--- src/logic/qoc_defines.svh ---
// offsets, field positions and reset values of the offset correction registers
`ifndef QOC_DEFINES_SVH
`define QOC_DEFINES_SVH
`define QOC_IDX_OFS_A 8'h08
`define QOC_IDX_OFS_B 8'h09
`define QOC_IDX_OFS_C 8'h0a
`define QOC_IDX_OFS_D 8'h0b
`define QOC_IDX_SYNC_CFG 8'h1e
`define QOC_OFS_MSB 12
`define QOC_PTR_MSB 15
`define QOC_PTR_LSB 13
`define QOC_RST_OFS_A 16'h0000
`define QOC_RST_OFS_B 16'h8000
`define QOC_RST_OFS_C 16'h0000
`define QOC_RST_OFS_D 16'h0000
`define QOC_RST_SYNC_CFG 16'h0003
`endif

--- src/logic/qoc_pkg.sv ---
// types shared by the offset correction register bank
`default_nettype none
package qoc_pkg;
    typedef logic [12:0] qoc_offset_t;
    typedef logic [2:0] qoc_ptr_t;
    typedef logic [15:0] qoc_word_t;
    typedef logic [15:0] qoc_sample_t;
endpackage : qoc_pkg
`default_nettype wire

--- src/logic/qoc_offset_add.sv ---
// one channel offset adder with staged-to-active load
`timescale 1ns/1ps
`default_nettype none
module qoc_offset_add
    import qoc_pkg::*;
(
    input wire logic core_clk_in, // clock
    input wire logic rst_in, // sync reset, active high
    input wire qoc_offset_t staged_in, // staged offset word
    input wire logic load_in, // sync pulse, takes staged word
    input wire qoc_sample_t sample_in, // sample in
    output qoc_offset_t active_out, // active offset
    output qoc_sample_t sample_out // corrected sample
);
    qoc_offset_t act_q, act_d;
    qoc_sample_t smp_q, smp_d;

    always_comb begin
        act_d = act_q;
        if (load_in) begin
            act_d = staged_in;
        end
        // two's complement offset sign-extended to sample width, wraps on overflow
        smp_d = 16'(sample_in + {{3{act_q[12]}}, act_q});
    end

    always_ff @(posedge core_clk_in) begin
        if (rst_in) begin
            act_q <= 13'h0000;
            smp_q <= 16'h0000;
        end else begin
            act_q <= act_d;
            smp_q <= smp_d;
        end
    end

    assign active_out = act_q;
    assign sample_out = smp_q;
endmodule : qoc_offset_add
`default_nettype wire

--- src/logic/qoc_regs.sv ---
// quad channel offset correction registers with AHB-Lite slave
// Operation
// - hold 13-bit channel A offset in low field of its register
// - hold 13-bit channel B offset in low field of its register
// - hold 13-bit channel C offset in low field of its register
// - hold 13-bit channel D offset in low field of its register
// - writing A register, sync enabled, loads A and B together; B write alone doesn't
// - writing C register, sync enabled, loads C and D together; D write alone doesn't
// - on FIFO sync, load 3-bit preset into read pointer; preset resets to 100
`timescale 1ns/1ps
`default_nettype none
`include "qoc_defines.svh"
module qoc_regs
    import qoc_pkg::*;
(
    input wire logic core_clk_in, // 50 MHz clock
    input wire logic rst_in, // sync reset, active high
    input wire logic hsel, // slave select
    input wire logic [31:0] haddr, // byte address
    input wire logic [1:0] htrans, // transfer type
    input wire logic hwrite, // write when high
    input wire logic [2:0] hsize, // transfer size
    input wire logic [31:0] hwdata, // write data
    input wire logic hready, // bus ready
    output logic [31:0] hrdata, // read data
    output logic hreadyout, // slave ready
    output logic hresp, // always okay
    input wire logic fifo_sync_in, // fifo sync event pulse, same clock
    output qoc_ptr_t read_ptr_out, // fifo read pointer
    input wire qoc_sample_t sample_a_in, // channel_a sample
    input wire qoc_sample_t sample_b_in, // channel_b sample
    input wire qoc_sample_t sample_c_in, // channel_c sample
    input wire qoc_sample_t sample_d_in, // channel_d sample
    output qoc_sample_t sample_a_out, // corrected channel_a
    output qoc_sample_t sample_b_out, // corrected channel_b
    output qoc_sample_t sample_c_out, // corrected channel_c
    output qoc_sample_t sample_d_out, // corrected channel_d
    output qoc_offset_t active_a_out, // active offset channel_a
    output qoc_offset_t active_b_out, // active offset channel_b
    output qoc_offset_t active_c_out, // active offset channel_c
    output qoc_offset_t active_d_out // active offset channel_d
);
    // staged register words
    qoc_word_t ofs_a_q, ofs_a_d;
    qoc_word_t ofs_b_q, ofs_b_d;
    qoc_word_t ofs_c_q, ofs_c_d;
    qoc_word_t ofs_d_q, ofs_d_d;
    qoc_word_t sync_cfg_q, sync_cfg_d;
    // bus address phase capture
    logic wr_pend_q, wr_pend_d;
    logic [7:0] wr_idx_q, wr_idx_d;
    logic [31:0] hrdata_q, hrdata_d;
    qoc_ptr_t rptr_q, rptr_d;
    logic sync_ab_q, sync_ab_d;
    logic sync_cd_q, sync_cd_d;
    logic addr_ok;
    logic [7:0] addr_idx;
    qoc_word_t wr_word;

    // register index from byte address; each register is one word
    function automatic logic [7:0] byte_to_idx(input logic [31:0] a);
        if (|a[31:10]) begin
            // beyond the map: index 0 holds no register, so no alias of a low word
            byte_to_idx = 8'h00;
        end else begin
            byte_to_idx = a[9:2];
        end
    endfunction : byte_to_idx

    function automatic qoc_word_t read_word(input logic [7:0] idx, input qoc_word_t a,
            input qoc_word_t b, input qoc_word_t c, input qoc_word_t d, input qoc_word_t s);
        case (idx)
            `QOC_IDX_OFS_A: read_word = a;
            `QOC_IDX_OFS_B: read_word = b;
            `QOC_IDX_OFS_C: read_word = c;
            `QOC_IDX_OFS_D: read_word = d;
            `QOC_IDX_SYNC_CFG: read_word = s;
            default: read_word = 16'h0000;
        endcase
    endfunction : read_word

    // stored form of a written word: reserved bits of each register stay zero
    function automatic qoc_word_t fold_word(input logic [7:0] idx, input logic [31:0] w);
        case (idx)
            `QOC_IDX_OFS_A: fold_word = {3'h0, w[`QOC_OFS_MSB:0]};
            `QOC_IDX_OFS_B: fold_word = w[15:0];
            `QOC_IDX_OFS_C: fold_word = {3'h0, w[`QOC_OFS_MSB:0]};
            `QOC_IDX_OFS_D: fold_word = {3'h0, w[`QOC_OFS_MSB:0]};
            `QOC_IDX_SYNC_CFG: fold_word = {14'h0000, w[1:0]};
            default: fold_word = 16'h0000;
        endcase
    endfunction : fold_word

    assign addr_ok = hsel && hready && htrans[1];
    assign addr_idx = byte_to_idx(haddr);
    assign wr_word = fold_word(wr_idx_q, hwdata);

    always_comb begin
        wr_pend_d = addr_ok && hwrite;
        wr_idx_d = addr_idx;
        hrdata_d = 32'h00000000;
        if (addr_ok && !hwrite) begin
            // a write in its data phase lands at this same edge, so pass its word on
            if (wr_pend_q && wr_idx_q == addr_idx) begin
                hrdata_d = {16'h0000, wr_word};
            end else begin
                hrdata_d = {16'h0000, read_word(addr_idx, ofs_a_q, ofs_b_q, ofs_c_q,
                    ofs_d_q, sync_cfg_q)};
            end
        end
    end

    always_ff @(posedge core_clk_in) begin
        if (rst_in) begin
            wr_pend_q <= 1'b0;
            wr_idx_q <= 8'h00;
            hrdata_q <= 32'h00000000;
        end else begin
            wr_pend_q <= wr_pend_d;
            wr_idx_q <= wr_idx_d;
            hrdata_q <= hrdata_d;
        end
    end

    // channel_a/channel_b pair: staged words and the pulse that loads them together
    always_comb begin
        ofs_a_d = ofs_a_q;
        ofs_b_d = ofs_b_q;
        sync_ab_d = 1'b0;
        if (wr_pend_q && wr_idx_q == `QOC_IDX_OFS_A) begin
            ofs_a_d = wr_word;
            // only the first-channel write syncs, so a lone b write stays staged
            sync_ab_d = sync_cfg_q[0];
        end
        if (wr_pend_q && wr_idx_q == `QOC_IDX_OFS_B) begin
            ofs_b_d = wr_word;
        end
    end

    always_ff @(posedge core_clk_in) begin
        if (rst_in) begin
            ofs_a_q <= `QOC_RST_OFS_A;
            ofs_b_q <= `QOC_RST_OFS_B;
            sync_ab_q <= 1'b0;
        end else begin
            ofs_a_q <= ofs_a_d;
            ofs_b_q <= ofs_b_d;
            sync_ab_q <= sync_ab_d;
        end
    end

    // channel_c/channel_d pair, same scheme
    always_comb begin
        ofs_c_d = ofs_c_q;
        ofs_d_d = ofs_d_q;
        sync_cd_d = 1'b0;
        if (wr_pend_q && wr_idx_q == `QOC_IDX_OFS_C) begin
            ofs_c_d = wr_word;
            sync_cd_d = sync_cfg_q[1];
        end
        if (wr_pend_q && wr_idx_q == `QOC_IDX_OFS_D) begin
            ofs_d_d = wr_word;
        end
    end

    always_ff @(posedge core_clk_in) begin
        if (rst_in) begin
            ofs_c_q <= `QOC_RST_OFS_C;
            ofs_d_q <= `QOC_RST_OFS_D;
            sync_cd_q <= 1'b0;
        end else begin
            ofs_c_q <= ofs_c_d;
            ofs_d_q <= ofs_d_d;
            sync_cd_q <= sync_cd_d;
        end
    end

    // sync source enables, one bit per pair
    always_comb begin
        sync_cfg_d = sync_cfg_q;
        if (wr_pend_q && wr_idx_q == `QOC_IDX_SYNC_CFG) begin
            sync_cfg_d = wr_word;
        end
    end

    always_ff @(posedge core_clk_in) begin
        if (rst_in) begin
            sync_cfg_q <= `QOC_RST_SYNC_CFG;
        end else begin
            sync_cfg_q <= sync_cfg_d;
        end
    end

    // read pointer keeps its value between fifo sync events
    always_comb begin
        rptr_d = rptr_q;
        if (fifo_sync_in) begin
            rptr_d = ofs_b_q[`QOC_PTR_MSB:`QOC_PTR_LSB];
        end
    end

    always_ff @(posedge core_clk_in) begin
        if (rst_in) begin
            rptr_q <= 3'h0;
        end else begin
            rptr_q <= rptr_d;
        end
    end

    // zero wait states; okay always
    assign hreadyout = 1'b1;
    assign hresp = 1'b0;
    assign hrdata = hrdata_q;
    assign read_ptr_out = rptr_q;

    // a pair loads from staged words on one pulse, so both change on the same edge
    qoc_offset_add u_add_a (
        .core_clk_in(core_clk_in),
        .rst_in(rst_in),
        .staged_in(ofs_a_q[`QOC_OFS_MSB:0]),
        .load_in(sync_ab_q),
        .sample_in(sample_a_in),
        .active_out(active_a_out),
        .sample_out(sample_a_out)
    );
    qoc_offset_add u_add_b (
        .core_clk_in(core_clk_in),
        .rst_in(rst_in),
        .staged_in(ofs_b_q[`QOC_OFS_MSB:0]),
        .load_in(sync_ab_q),
        .sample_in(sample_b_in),
        .active_out(active_b_out),
        .sample_out(sample_b_out)
    );
    qoc_offset_add u_add_c (
        .core_clk_in(core_clk_in),
        .rst_in(rst_in),
        .staged_in(ofs_c_q[`QOC_OFS_MSB:0]),
        .load_in(sync_cd_q),
        .sample_in(sample_c_in),
        .active_out(active_c_out),
        .sample_out(sample_c_out)
    );
    qoc_offset_add u_add_d (
        .core_clk_in(core_clk_in),
        .rst_in(rst_in),
        .staged_in(ofs_d_q[`QOC_OFS_MSB:0]),
        .load_in(sync_cd_q),
        .sample_in(sample_d_in),
        .active_out(active_d_out),
        .sample_out(sample_d_out)
    );
endmodule : qoc_regs
`default_nettype wire

--- config.mk ---
export PLATFORM = sky130hd
export DESIGN_NAME = qoc_regs
export DESIGN_NICKNAME = d
export VERILOG_FILES = /design/src/logic/qoc_pkg.sv /design/src/logic/qoc_offset_add.sv /design/src/logic/qoc_regs.sv
export VERILOG_INCLUDE_DIRS = /design/src /design/src/logic
export SDC_FILE = /design/constraint.sdc
export NUM_CORES = 1
export LEC_CHECK = 0
export BUFFER_PORTS_ARGS = -buffer_cell sky130_fd_sc_hd__buf_2
export CAP_MARGIN = 20
export CELL_PAD_IN_SITES_DETAIL_PLACEMENT = 1
export CELL_PAD_IN_SITES_GLOBAL_PLACEMENT = 1
export CORE_ASPECT_RATIO = 1.2
export CORE_MARGIN = 2
export CORE_UTILIZATION = 39
export CTS_BUF_LIST = sky130_fd_sc_hd__clkbuf_8 sky130_fd_sc_hd__clkbuf_16
export DETAILED_ROUTE_END_ITERATION = 10
export PLACE_DENSITY_LB_ADDON = 0.1
export SYNTH_ARGS = -nofsm -noshare
export SYNTH_HDL_FRONTEND = slang
export SYNTH_SLANG_ARGS = --single-unit
export TNS_END_PERCENT = 10
--- constraint.sdc ---
create_clock -name core_clk_in -period 3.1 [get_ports core_clk_in]
set_input_delay 0.31 -clock core_clk_in [delete_from_list [all_inputs] [get_ports core_clk_in]]
set_output_delay 0.31 -clock core_clk_in [all_outputs]
set_load 0.05 [all_outputs]
==> results of run 1 <==
state kept, by name (all words and copies together) (netlist names), 16 cells and up:
register / cells
hrdata: 16
ofs_a_q: 16
ofs_b_q: 16
ofs_c_q: 16
ofs_d_q: 16
sync_cfg_q: 16
u_add_a.sample_out: 16
u_add_b.sample_out: 16
u_add_c.sample_out: 16
u_add_d.sample_out: 16
where the power goes:
group | switching [µW] | internal (µW)
clock | 1210 | 1890
combinational | 400 | 169
sequential | 11.0 | 2950
total | 1620 | 5010
tightest hold or removal path: stages:
cell     delay, ps
buf_2          110
nand2_1         50
a21oi_1         50
placed cells by master, fill, tap and decap left out, types with 22 or more instances in the layout:
master	instances
a21oi_1	83
and2_1	25
buf_2	250
buf_4	25
clkbuf_16	27
dfxtp_1	226
ha_1	60
inv_1	36
mux2i_1	55
nand2_1	96
nand3_1	28
nor2_1	234
nor2b_1	24
nor3_1	22
xnor2_1	25
xor2_1	32
layout make-up:
class	count	area share, %
multi-input combinational	895	43.3
sequential	226	34.6
timing repair buffer	278	11.3
clock buffer	34	5.90
tap	340	3.25
inverter	29	0.832
clock inverter	11	0.765
how the worst max path moves through the flow:
stage	from	cells past startpoint	endpoint	slack (ps)
3_5_place_dp	sample_a_in[0]	11	u_add_a.sample_out[14]	390
4_1_cts	u_add_a.active_out[0]	10	u_add_a.sample_out[14]	470
5_1_grt	u_add_d.active_out[4]	8	u_add_d.sample_out[15]	340
6_report	u_add_a.active_out[0]	10	u_add_a.sample_out[14]	500
3_3_place_gp	sample_a_in[0]	11	u_add_a.sample_out[14]	410
2_1_floorplan	u_add_d.active_out[6]	9	u_add_d.sample_out[15]	420
metrics by stage:
stage	setup slack, ps	cells	utilization, %
3_3_place_gp	414	1767	45.3
5_1_grt	336	1813	48.6
4_1_cts	470	1813	48.6
2_1_floorplan	418	1221	-
6_report	502	1813	48.6
3_5_place_dp	389	1767	45.3
what timing repair did:
item / CTS / global route
hold buffers: 1 / 0
setup buffers: 0 / 0
hold endpoints to repair: 1 / 0
routing by layer:
layer | track usage (%) | vias up | part of all wire [%]
li1 | - | 4648 | -
met1 | 27.8 | 4534 | 45
met5 | 0 | - | 0
met4 | 4.74 | 0 | 1.6
met3 | 2.59 | 33 | 4.5
met2 | 38.6 | 235 | 49
cells by family (layout without fill, tap and decap cells):
logic type / after synthesis / in the layout / share of synthesized area, %
multiplexers: 58 / 58 / 5.51
other: 2 / 18 / 0.0708
adder cells (fa/ha/maj): 64 / 64 / 7.83
buffers and inverters: 100 / 352 / 4.46
AO/OA/AOI/OAI: 187 / 187 / 11.9
XOR/XNOR: 57 / 57 / 4.71
flip-flops: 226 / 226 / 42.7
AND/OR/NAND/NOR: 511 / 511 / 22.8
==> results.cfg, run 1 <==
[run_status]
outcome = complete, no violations

[final_layout]
seqCellArea_um2 = 4520
multiInputGateArea_um2 = 5670
drive_above_1_share_pct = 22.9
syn_to_final_growth_pct = 23.3
fill_cells = 3244
final_area_um2 = 13100
nets = 1659
diodes = 0

[power_and_ir_drop]
power.leakage_uw = 0.00572
finalPower_uw = 6640
p_per_area_nw_per_um2 = 508
ir_drop_uv = 358

[critical_path]
cp_slowest_cell = mux2_2
r2r_end = u_add_a.sample_out[14]
crit_path_max_fanout = 3
required_ps = 3510
crit_arrival_ps = 3010
path_cells = ha_1, inv_1, fa_1, nor2b_1, or2_2, a41o_1, a41oi_1, a21oi_1, a31oi_1, mux2_2
crit-reg2reg-launch = u_add_a.active_out[0]
cp-start-kind = flip-flop
reg2reg_depth = 10
max_stage_delay_ps = 360
reg2reg_setup_slack_ps = 500
path_buf_inv = 1
crit_type = reg2reg
crit_family = compound AO/OA/AOI/OAI gates
crit_path_end_kind = flip-flop

[sta]
slew_headroom_pct = 51.7
fin_skew_ps = 10.2
finalSetupViolations = 0
rsz0062_at_grt = no
setup_tns_ps = 0
period_share_pct = 83.8
drv_slew = 0
hold_viol_final = 0
min_period_ps = 2600
fmax_ghz = 0.385
whs_ps = 41.1
tightest_slew_ps = 725

[place]
dp_hpwl_um = 23500
place_congestion = 0.780
port_buffers = 251
place_area_um2 = 12200

[synthesis]
ys_seq_elements = 226
synth-seq-area-share_pct = 42.7
ys_warn_count = 0
syn-cell-area_um2 = 10600
yosys-top-cells-area = dfxtp_1, nor2_1, ha_1, mux2i_1, a21oi_1
synth_edf_count = 0
synthFlopType = dfxtp_1
synth_cell_type_count = 60
synthArstFlopShare_pct = 0
yosysTopAreaCell = dfxtp_1
syn_inst = 1205
synth_commonest_cells = nor2_1, dfxtp_1, nand2_1
yosysMostFrequentCell = nor2_1
synth_top_area_share_pct = 42.7
avgSynthCellArea_um2 = 8.80

[route]
routed_wl_um = 31600
antenna_left = 0
post-route-drc-count = 0
routed_via_density = 5.21
drtIter0Drc = 468
wl_per_cell_um = 17.4
first_pass_iters = 5
vias = 9450

[cts]
htreeDepth = 1
clkTransAtPathRegs_ps = 60
tritoncts = yes
cts_num_sinks = 226
ctsResizeCount = 0
numCtsBuffers = 26
clockBufferDepth = 3
clk_latency_ps = 520
clk_root_buffer_cell = clkbuf_16

[floorplan]
rows = 66
die_area_um2 = 28500
die_w_um = 155
num_io_pins = 292
fp.coreArea_um2 = 26900
start_util_pct = 39.4
die_h_um = 185

[worst_hold_path]
hold_start = hwdata[8]
min_to = ofs_a_q[8]
hold_path.class = in2reg
hold_depth = 3

[grt]
grt_pass1_vias = 9515
grt_pass1_wl_um = 49700
grt-ovfl-total = 0
antenna_found_initial = 0
grt.total_usage_pct = 21.6
grt_max_degree = 73

[flow_run]
cap_violations = 0
Power figures use the tool's default switching activity.
==> inputs of run 2 (changes only) <==
==> constraint.sdc (replaced) <==
create_clock -name core_clk_in -period 2.73 [get_ports core_clk_in]
set_input_delay 0.273 -clock core_clk_in [delete_from_list [all_inputs] [get_ports core_clk_in]]
set_output_delay 0.273 -clock core_clk_in [all_outputs]
set_load 0.05 [all_outputs]
==> run 2 against run 1 <==
Count of clock-buffer cells in the layout is 4 lower; maximum frequency down 0.68%; sequential power is 14% higher; final cell count rose by 0.44%; final area rose by 1.3%; setup slack got worse by 390 ps; clock power rose by 19%; critical path type unchanged; hold slack got worse by 25 ps.
==> results.cfg, run 2 (synthesis results as in run 1) <==
[run_status]
outcome = complete, no violations

[power_and_ir_drop]
ir_drop_uv = 322
p_int_uw = 5820
clockPowerShare_pct = 47.9
power.leakage_uw = 0.00577
p_per_area_nw_per_um2 = 581
combPwrFrac_pct = 8.4
p_sw_share_pct = 24.5
switchingPower_uw = 1880
p_seq_share_pct = 43.7
finalPower_uw = 7700

[cts]
post_cts_buffers = 0
clk_root_buffer_cell = clkbuf_16
htreeDepth = 1
clk_latency_ps = 520
numCtsBuffers = 25
tritoncts = yes
cts_num_sinks = 226
clkTransAtPathRegs_ps = 60
clockBufferDepth = 3

[critical_path]
required_ps = 3130
crit_type = reg2reg
crit_path_max_fanout = 3
crit-reg2reg-launch = u_add_a.active_out[0]
reg2reg_setup_slack_ps = 110
reg2reg_depth = 10
r2r_end = u_add_a.sample_out[14]
crit_arrival_ps = 3010
cp-start-kind = flip-flop
crit_path_end_kind = flip-flop

[route]
vias = 9466
antenna_left = 0
routed_wl_um = 31500
wl_per_cell_um = 17.3
post-route-drc-count = 0
drtIter0Drc = 396
routed_via_density = 5.20
first_pass_iters = 6

[floorplan]
die_w_um = 155
rows = 66
num_io_pins = 292
fp.coreArea_um2 = 26900
start_util_pct = 39.4
die_h_um = 185
die_area_um2 = 28500

[sta]
setup_tns_ps = 0
setup_slack_ps = 114
fmax_ghz = 0.382
drv_slew = 0
finalSetupViolations = 0
rsz0062_at_grt = no
whs_ps = 16.1
slew_headroom_pct = 54.8
min_period_ps = 2620
tightest_slew_ps = 679
hold_viol_final = 0
period_share_pct = 95.8
fin_skew_ps = 10.9

[place]
dp_hpwl_um = 23300
port_buffers = 251
place_congestion = 0.790
place_ws_ps = 51.2

[final_layout]
mostFrequentLayoutCells = buf_2, nor2_1, dfxtp_1, nand2_1, a21oi_1
nets = 1666
mostFrequentLayoutCell = buf_2
seqCellArea_um2 = 4520
finish.utilization_pct = 49.2
diodes = 0
fill_cells = 3227
drive_above_1_share_pct = 23.6
syn_to_final_growth_pct = 24.9
multiInputGateArea_um2 = 5670

[grt]
grt-ovfl-total = 0
grt_pass1_vias = 9396
grt.total_usage_pct = 21.7
antenna_found_initial = 0
grt_pass1_wl_um = 50000
grt_max_degree = 63

[worst_hold_path]
hold_depth = 2
hold_start = haddr[7]
min_to = wr_idx_q[5]
hold_path.class = in2reg

[flow_run]
cap_violations = 0
run 2: cell types whose count changed in the layout (fill, tap and decap cells not counted):
cell           change
buf_12             +6
buf_4              -1
bufinv_16          +3
clkbuf_16          -2
clkbuf_8           -2
clkinv_2           +7
clkinv_4           -1
clkinvlp_4         +1
dlygate4sd3_1      +3
inv_1              -6
o311ai_0           -1
o311ai_1           +1
run 2: timing repair:
action	CTS	global route
setup endpoints to repair	0	1
hold buffers	4	0
endpoints found under the hold margin	4	0
resized for setup	0	1
run 2: metrics by stage:
step | cells | cell area (µm²)
3_3_place_gp | 1772 | 12300
4_1_cts | 1821 | 13200
3_5_place_dp | 1772 | 12300
5_1_grt | 1821 | 13200
6_report | 1821 | 13200
2_1_floorplan | 1221 | 10700
run 2: how the worst max path moves through the flow:
stage / cells after the start / startpoint / endpoint / slack [ps]
floorplan: 9 / u_add_d.active_out[6] / u_add_d.sample_out[15] / 50
global route: 8 / u_add_a.active_out[6] / u_add_a.sample_out[14] / 6
detailed placement: 11 / sample_a_in[0] / u_add_a.sample_out[14] / 50
CTS: 10 / u_add_a.active_out[0] / u_add_a.sample_out[14] / 100
global placement: 11 / sample_a_in[0] / u_add_a.sample_out[14] / 100
finish: 10 / u_add_a.active_out[0] / u_add_a.sample_out[14] / 110
run 2: power by group through the flow:
stage	Combinational [µW]	Sequential, µW	Clock, µW
after floorplan	274	3620	0
after global placement	639	3440	0
after detailed placement	645	3440	0
after CTS	652	3360	3780
after global routing	700	3360	3920
final	646	3360	3690
run 2: layer usage:
layer	global-route usage (%)	share of wire (%)	up-vias	wire, µm
met3	3.01	5.3	38	1660
met2	38.4	49	245	15400
met1	27.9	44	4518	13900
met4	4.96	1.8	0	575
met5	0	0	-	0
li1	-	-	4665	-
run 2: cell type report:
class,count,share of cell area (%)
sequential,226,34.2
multi-input combinational,895,42.8
tap,340,3.21
timing repair buffer,286,12.3
inverter,29,0.822
clock inverter,15,1.52
clock buffer,30,5.24
run 2: worst max-delay path, cell delays in order (launching register included):
cell and delay (ps):
dfxtp_1 330, ha_1 210, inv_1 80, fa_1 190
nor2b_1 60, or2_2 290, a41o_1 290, a41oi_1 310
a21oi_1 160, a31oi_1 220, mux2_2 350
==> inputs of run 3 (changes only) <==
--- a/config.mk
+++ b/config.mk
@@ -12,11 +12,12 @@
 export CELL_PAD_IN_SITES_GLOBAL_PLACEMENT = 1
 export CORE_ASPECT_RATIO = 1.2
 export CORE_MARGIN = 2
-export CORE_UTILIZATION = 39
+export CORE_UTILIZATION = 40
 export CTS_BUF_LIST = sky130_fd_sc_hd__clkbuf_8 sky130_fd_sc_hd__clkbuf_16
 export DETAILED_ROUTE_END_ITERATION = 10
 export PLACE_DENSITY_LB_ADDON = 0.1
 export SYNTH_ARGS = -nofsm -noshare
 export SYNTH_HDL_FRONTEND = slang
+export SYNTH_HIERARCHICAL = 1
 export SYNTH_SLANG_ARGS = --single-unit
 export TNS_END_PERCENT = 10
==> run 3 against run 2 <==
Die area is 3.6% higher; register-to-register slack better by 220 ps; via count is 4.3% higher; total power is 1.7% higher; non-clock buffer count is 11 lower; clock power is 1% higher; global-route usage is 0.55 points higher; synthesized cell count is 4.4% higher; count of clock-buffer cells in the layout is 3 higher; combinational power is 13% higher; wire length is 6.2% higher; core utilization is 0.44 points higher; critical endpoint is now u_add_a/sample_out[14].
==> results.cfg, run 3 <==
[worst_hold_path]
min_to = wr_pend_q
hold_start = htrans[1]
hold_depth = 3
hold_path.class = in2reg

[flow_run]
cap_violations = 0

[final_layout]
drive_above_1_share_pct = 23.6
mostFrequentLayoutCell = buf_2
finish.utilization_pct = 49.6
multiInputGateArea_um2 = 6360
stdcell_count = 1893
syn_to_final_growth_pct = 22.5
fill_cells = 3330
nets = 1695
final_area_um2 = 13800
mostFrequentLayoutCells = buf_2, dfxtp_1, nor2_1, nand2_1, a21oi_1
seqCellArea_um2 = 4520

[route]
post-route-drc-count = 0
routed_wl_um = 33400
routed_via_density = 5.22
antenna_left = 0
vias = 9872
first_pass_iters = 4
wl_per_cell_um = 17.7
drtIter0Drc = 383

[place]
dp.cells = 1840
place_area_um2 = 12800
place_congestion = 0.810
dp_hpwl_um = 25000
port_buffers = 251

[sta]
min_period_ps = 2400
slew_headroom_pct = 42.8
fin_skew_ps = 13.8
whs_ps = 27.0
setup_tns_ps = 0
drv_slew = 0
tightest_slew_ps = 856
finalSetupViolations = 0
hold_viol_final = 0
fmax_ghz = 0.417
rsz0062_at_grt = no
period_share_pct = 87.8

[synthesis]
ys_seq_elements = 226
yosysMostFrequentCell = dfxtp_1
avgSynthCellArea_um2 = 8.96
syn-cell-area_um2 = 11300
synth_cell_type_count = 71
synth-seq-area-share_pct = 40.1
yosys-top-cells-area = dfxtp_1, mux2i_1, ha_1, nor2_1, a21oi_1
synth_top_area_share_pct = 40.1
synth_commonest_cells = dfxtp_1, nor2_1, nand2_1
syn_inst = 1258
synth_edf_count = 0
yosysTopAreaCell = dfxtp_1
synthArstFlopShare_pct = 0
synthFlopType = dfxtp_1
ys_warn_count = 6

[grt]
grt_max_degree = 94
grt_pass1_vias = 10056
grt.total_usage_pct = 22.2
grt_pass1_wl_um = 53100
grt-ovfl-total = 0
antenna_found_initial = 1

[floorplan]
die_area_um2 = 29600
start_util_pct = 40.5
rows = 67
num_io_pins = 292
fp.coreArea_um2 = 27800
die_w_um = 157
die_h_um = 188

[cts]
clockBufferDepth = 3
clk_root_buffer_cell = clkbuf_16
ctsResizeCount = 0
cts_hold_buf = 3
clkTransAtPathRegs_ps = 60
tritoncts = yes
htreeDepth = 1
cts_num_sinks = 226
clk_latency_ps = 530
numCtsBuffers = 26
post_cts_buffers = 0

[critical_path]
crit_type = reg2reg
required_ps = 3150
crit_arrival_ps = 2820
crit-reg2reg-launch = u_add_a/active_out[0]
crit_path_max_fanout = 3
r2r_end = u_add_a/sample_out[14]
max_stage_delay_ps = 420
reg2reg_setup_slack_ps = 330
cp_slowest_cell = fa_1
reg2reg_depth = 7
path_cells = ha_1, fa_1, a21o_1, a221oi_4, nor2_2, a221oi_2, mux2_2
cp-start-kind = flip-flop
crit_path_end_kind = flip-flop

[power_and_ir_drop]
power.leakage_uw = 0.00618
p_per_area_nw_per_um2 = 567
ir_drop_uv = 484

[run_status]
outcome = complete, no violations
-- run 3: worst max-delay path by stage --
stage | startpoint | endpoint | slack, ps | cells past startpoint
finish | u_add_a/active_out[0] | u_add_a/sample_out[14] | 330 | 7
global route | u_add_b/active_out[0] | u_add_b/sample_out[12] | 210 | 7
CTS | u_add_a/active_out[0] | u_add_a/sample_out[14] | 310 | 7
detailed placement | sample_a_in[0] | u_add_a/sample_out[14] | 240 | 8
global placement | haddr[17] | hrdata[6] | 260 | 8
floorplan | u_add_a/active_out[0] | u_add_a/sample_out[12] | 280 | 7
-- run 3: cell families after synthesis --
family | count (synthesis) | share of synthesized area [%]
multiplexers | 111 | 10.1
AND/OR/NAND/NOR | 454 | 19.2
buffers and inverters | 95 | 3.97
adder cells (fa/ha/maj) | 64 | 7.37
flip-flops | 226 | 40.1
XOR/XNOR | 32 | 2.49
other | 2 | 0.0666
AO/OA/AOI/OAI | 274 | 16.7
-- run 3: critical path, delay by kind of cell (launching register included) --
kind,cells,cell delay (ps)
fa+ha+maj,2,630
mux,1,360
compound gates,3,840
simple gates,1,120
flops,1,330
-- run 3: per-layer routing --
layer	track usage, %	share of wire (%)	vias to the layer above
met5	0	0	-
met4	5.03	1.7	0
met3	3.91	5.2	42
met2	39.5	50	241
met1	27.7	43	4690
li1	-	-	4899
-- run 3: final cells by class --
| class | instances | area share [%] |
|---|---|---|
| inverters | 10 | 0.272 |
| well taps | 379 | 3.43 |
| diodes | 3 | 0.0543 |
| clock buffers | 33 | 5.49 |
| repair buffers | 275 | 10.7 |
| flip-flops and latches | 226 | 32.7 |
| multi-input cells | 953 | 46.1 |
| clock inverters | 14 | 1.26 |
-- run 3: per-stage QoR --
stage	power [µW]	setup slack [ps]
2_1_floorplan	3940	280
3_5_place_dp	4160	243
4_1_cts	7950	309
6_report	7830	333
5_1_grt	8140	209
3_3_place_gp	4150	261
-- run 3: where the power goes --
group	internal [µW]	total, µW	switching [µW]
logic	212	730	518
clock network	2330	3740	1410
registers	3350	3360	12.5
total	5890	7830	1940
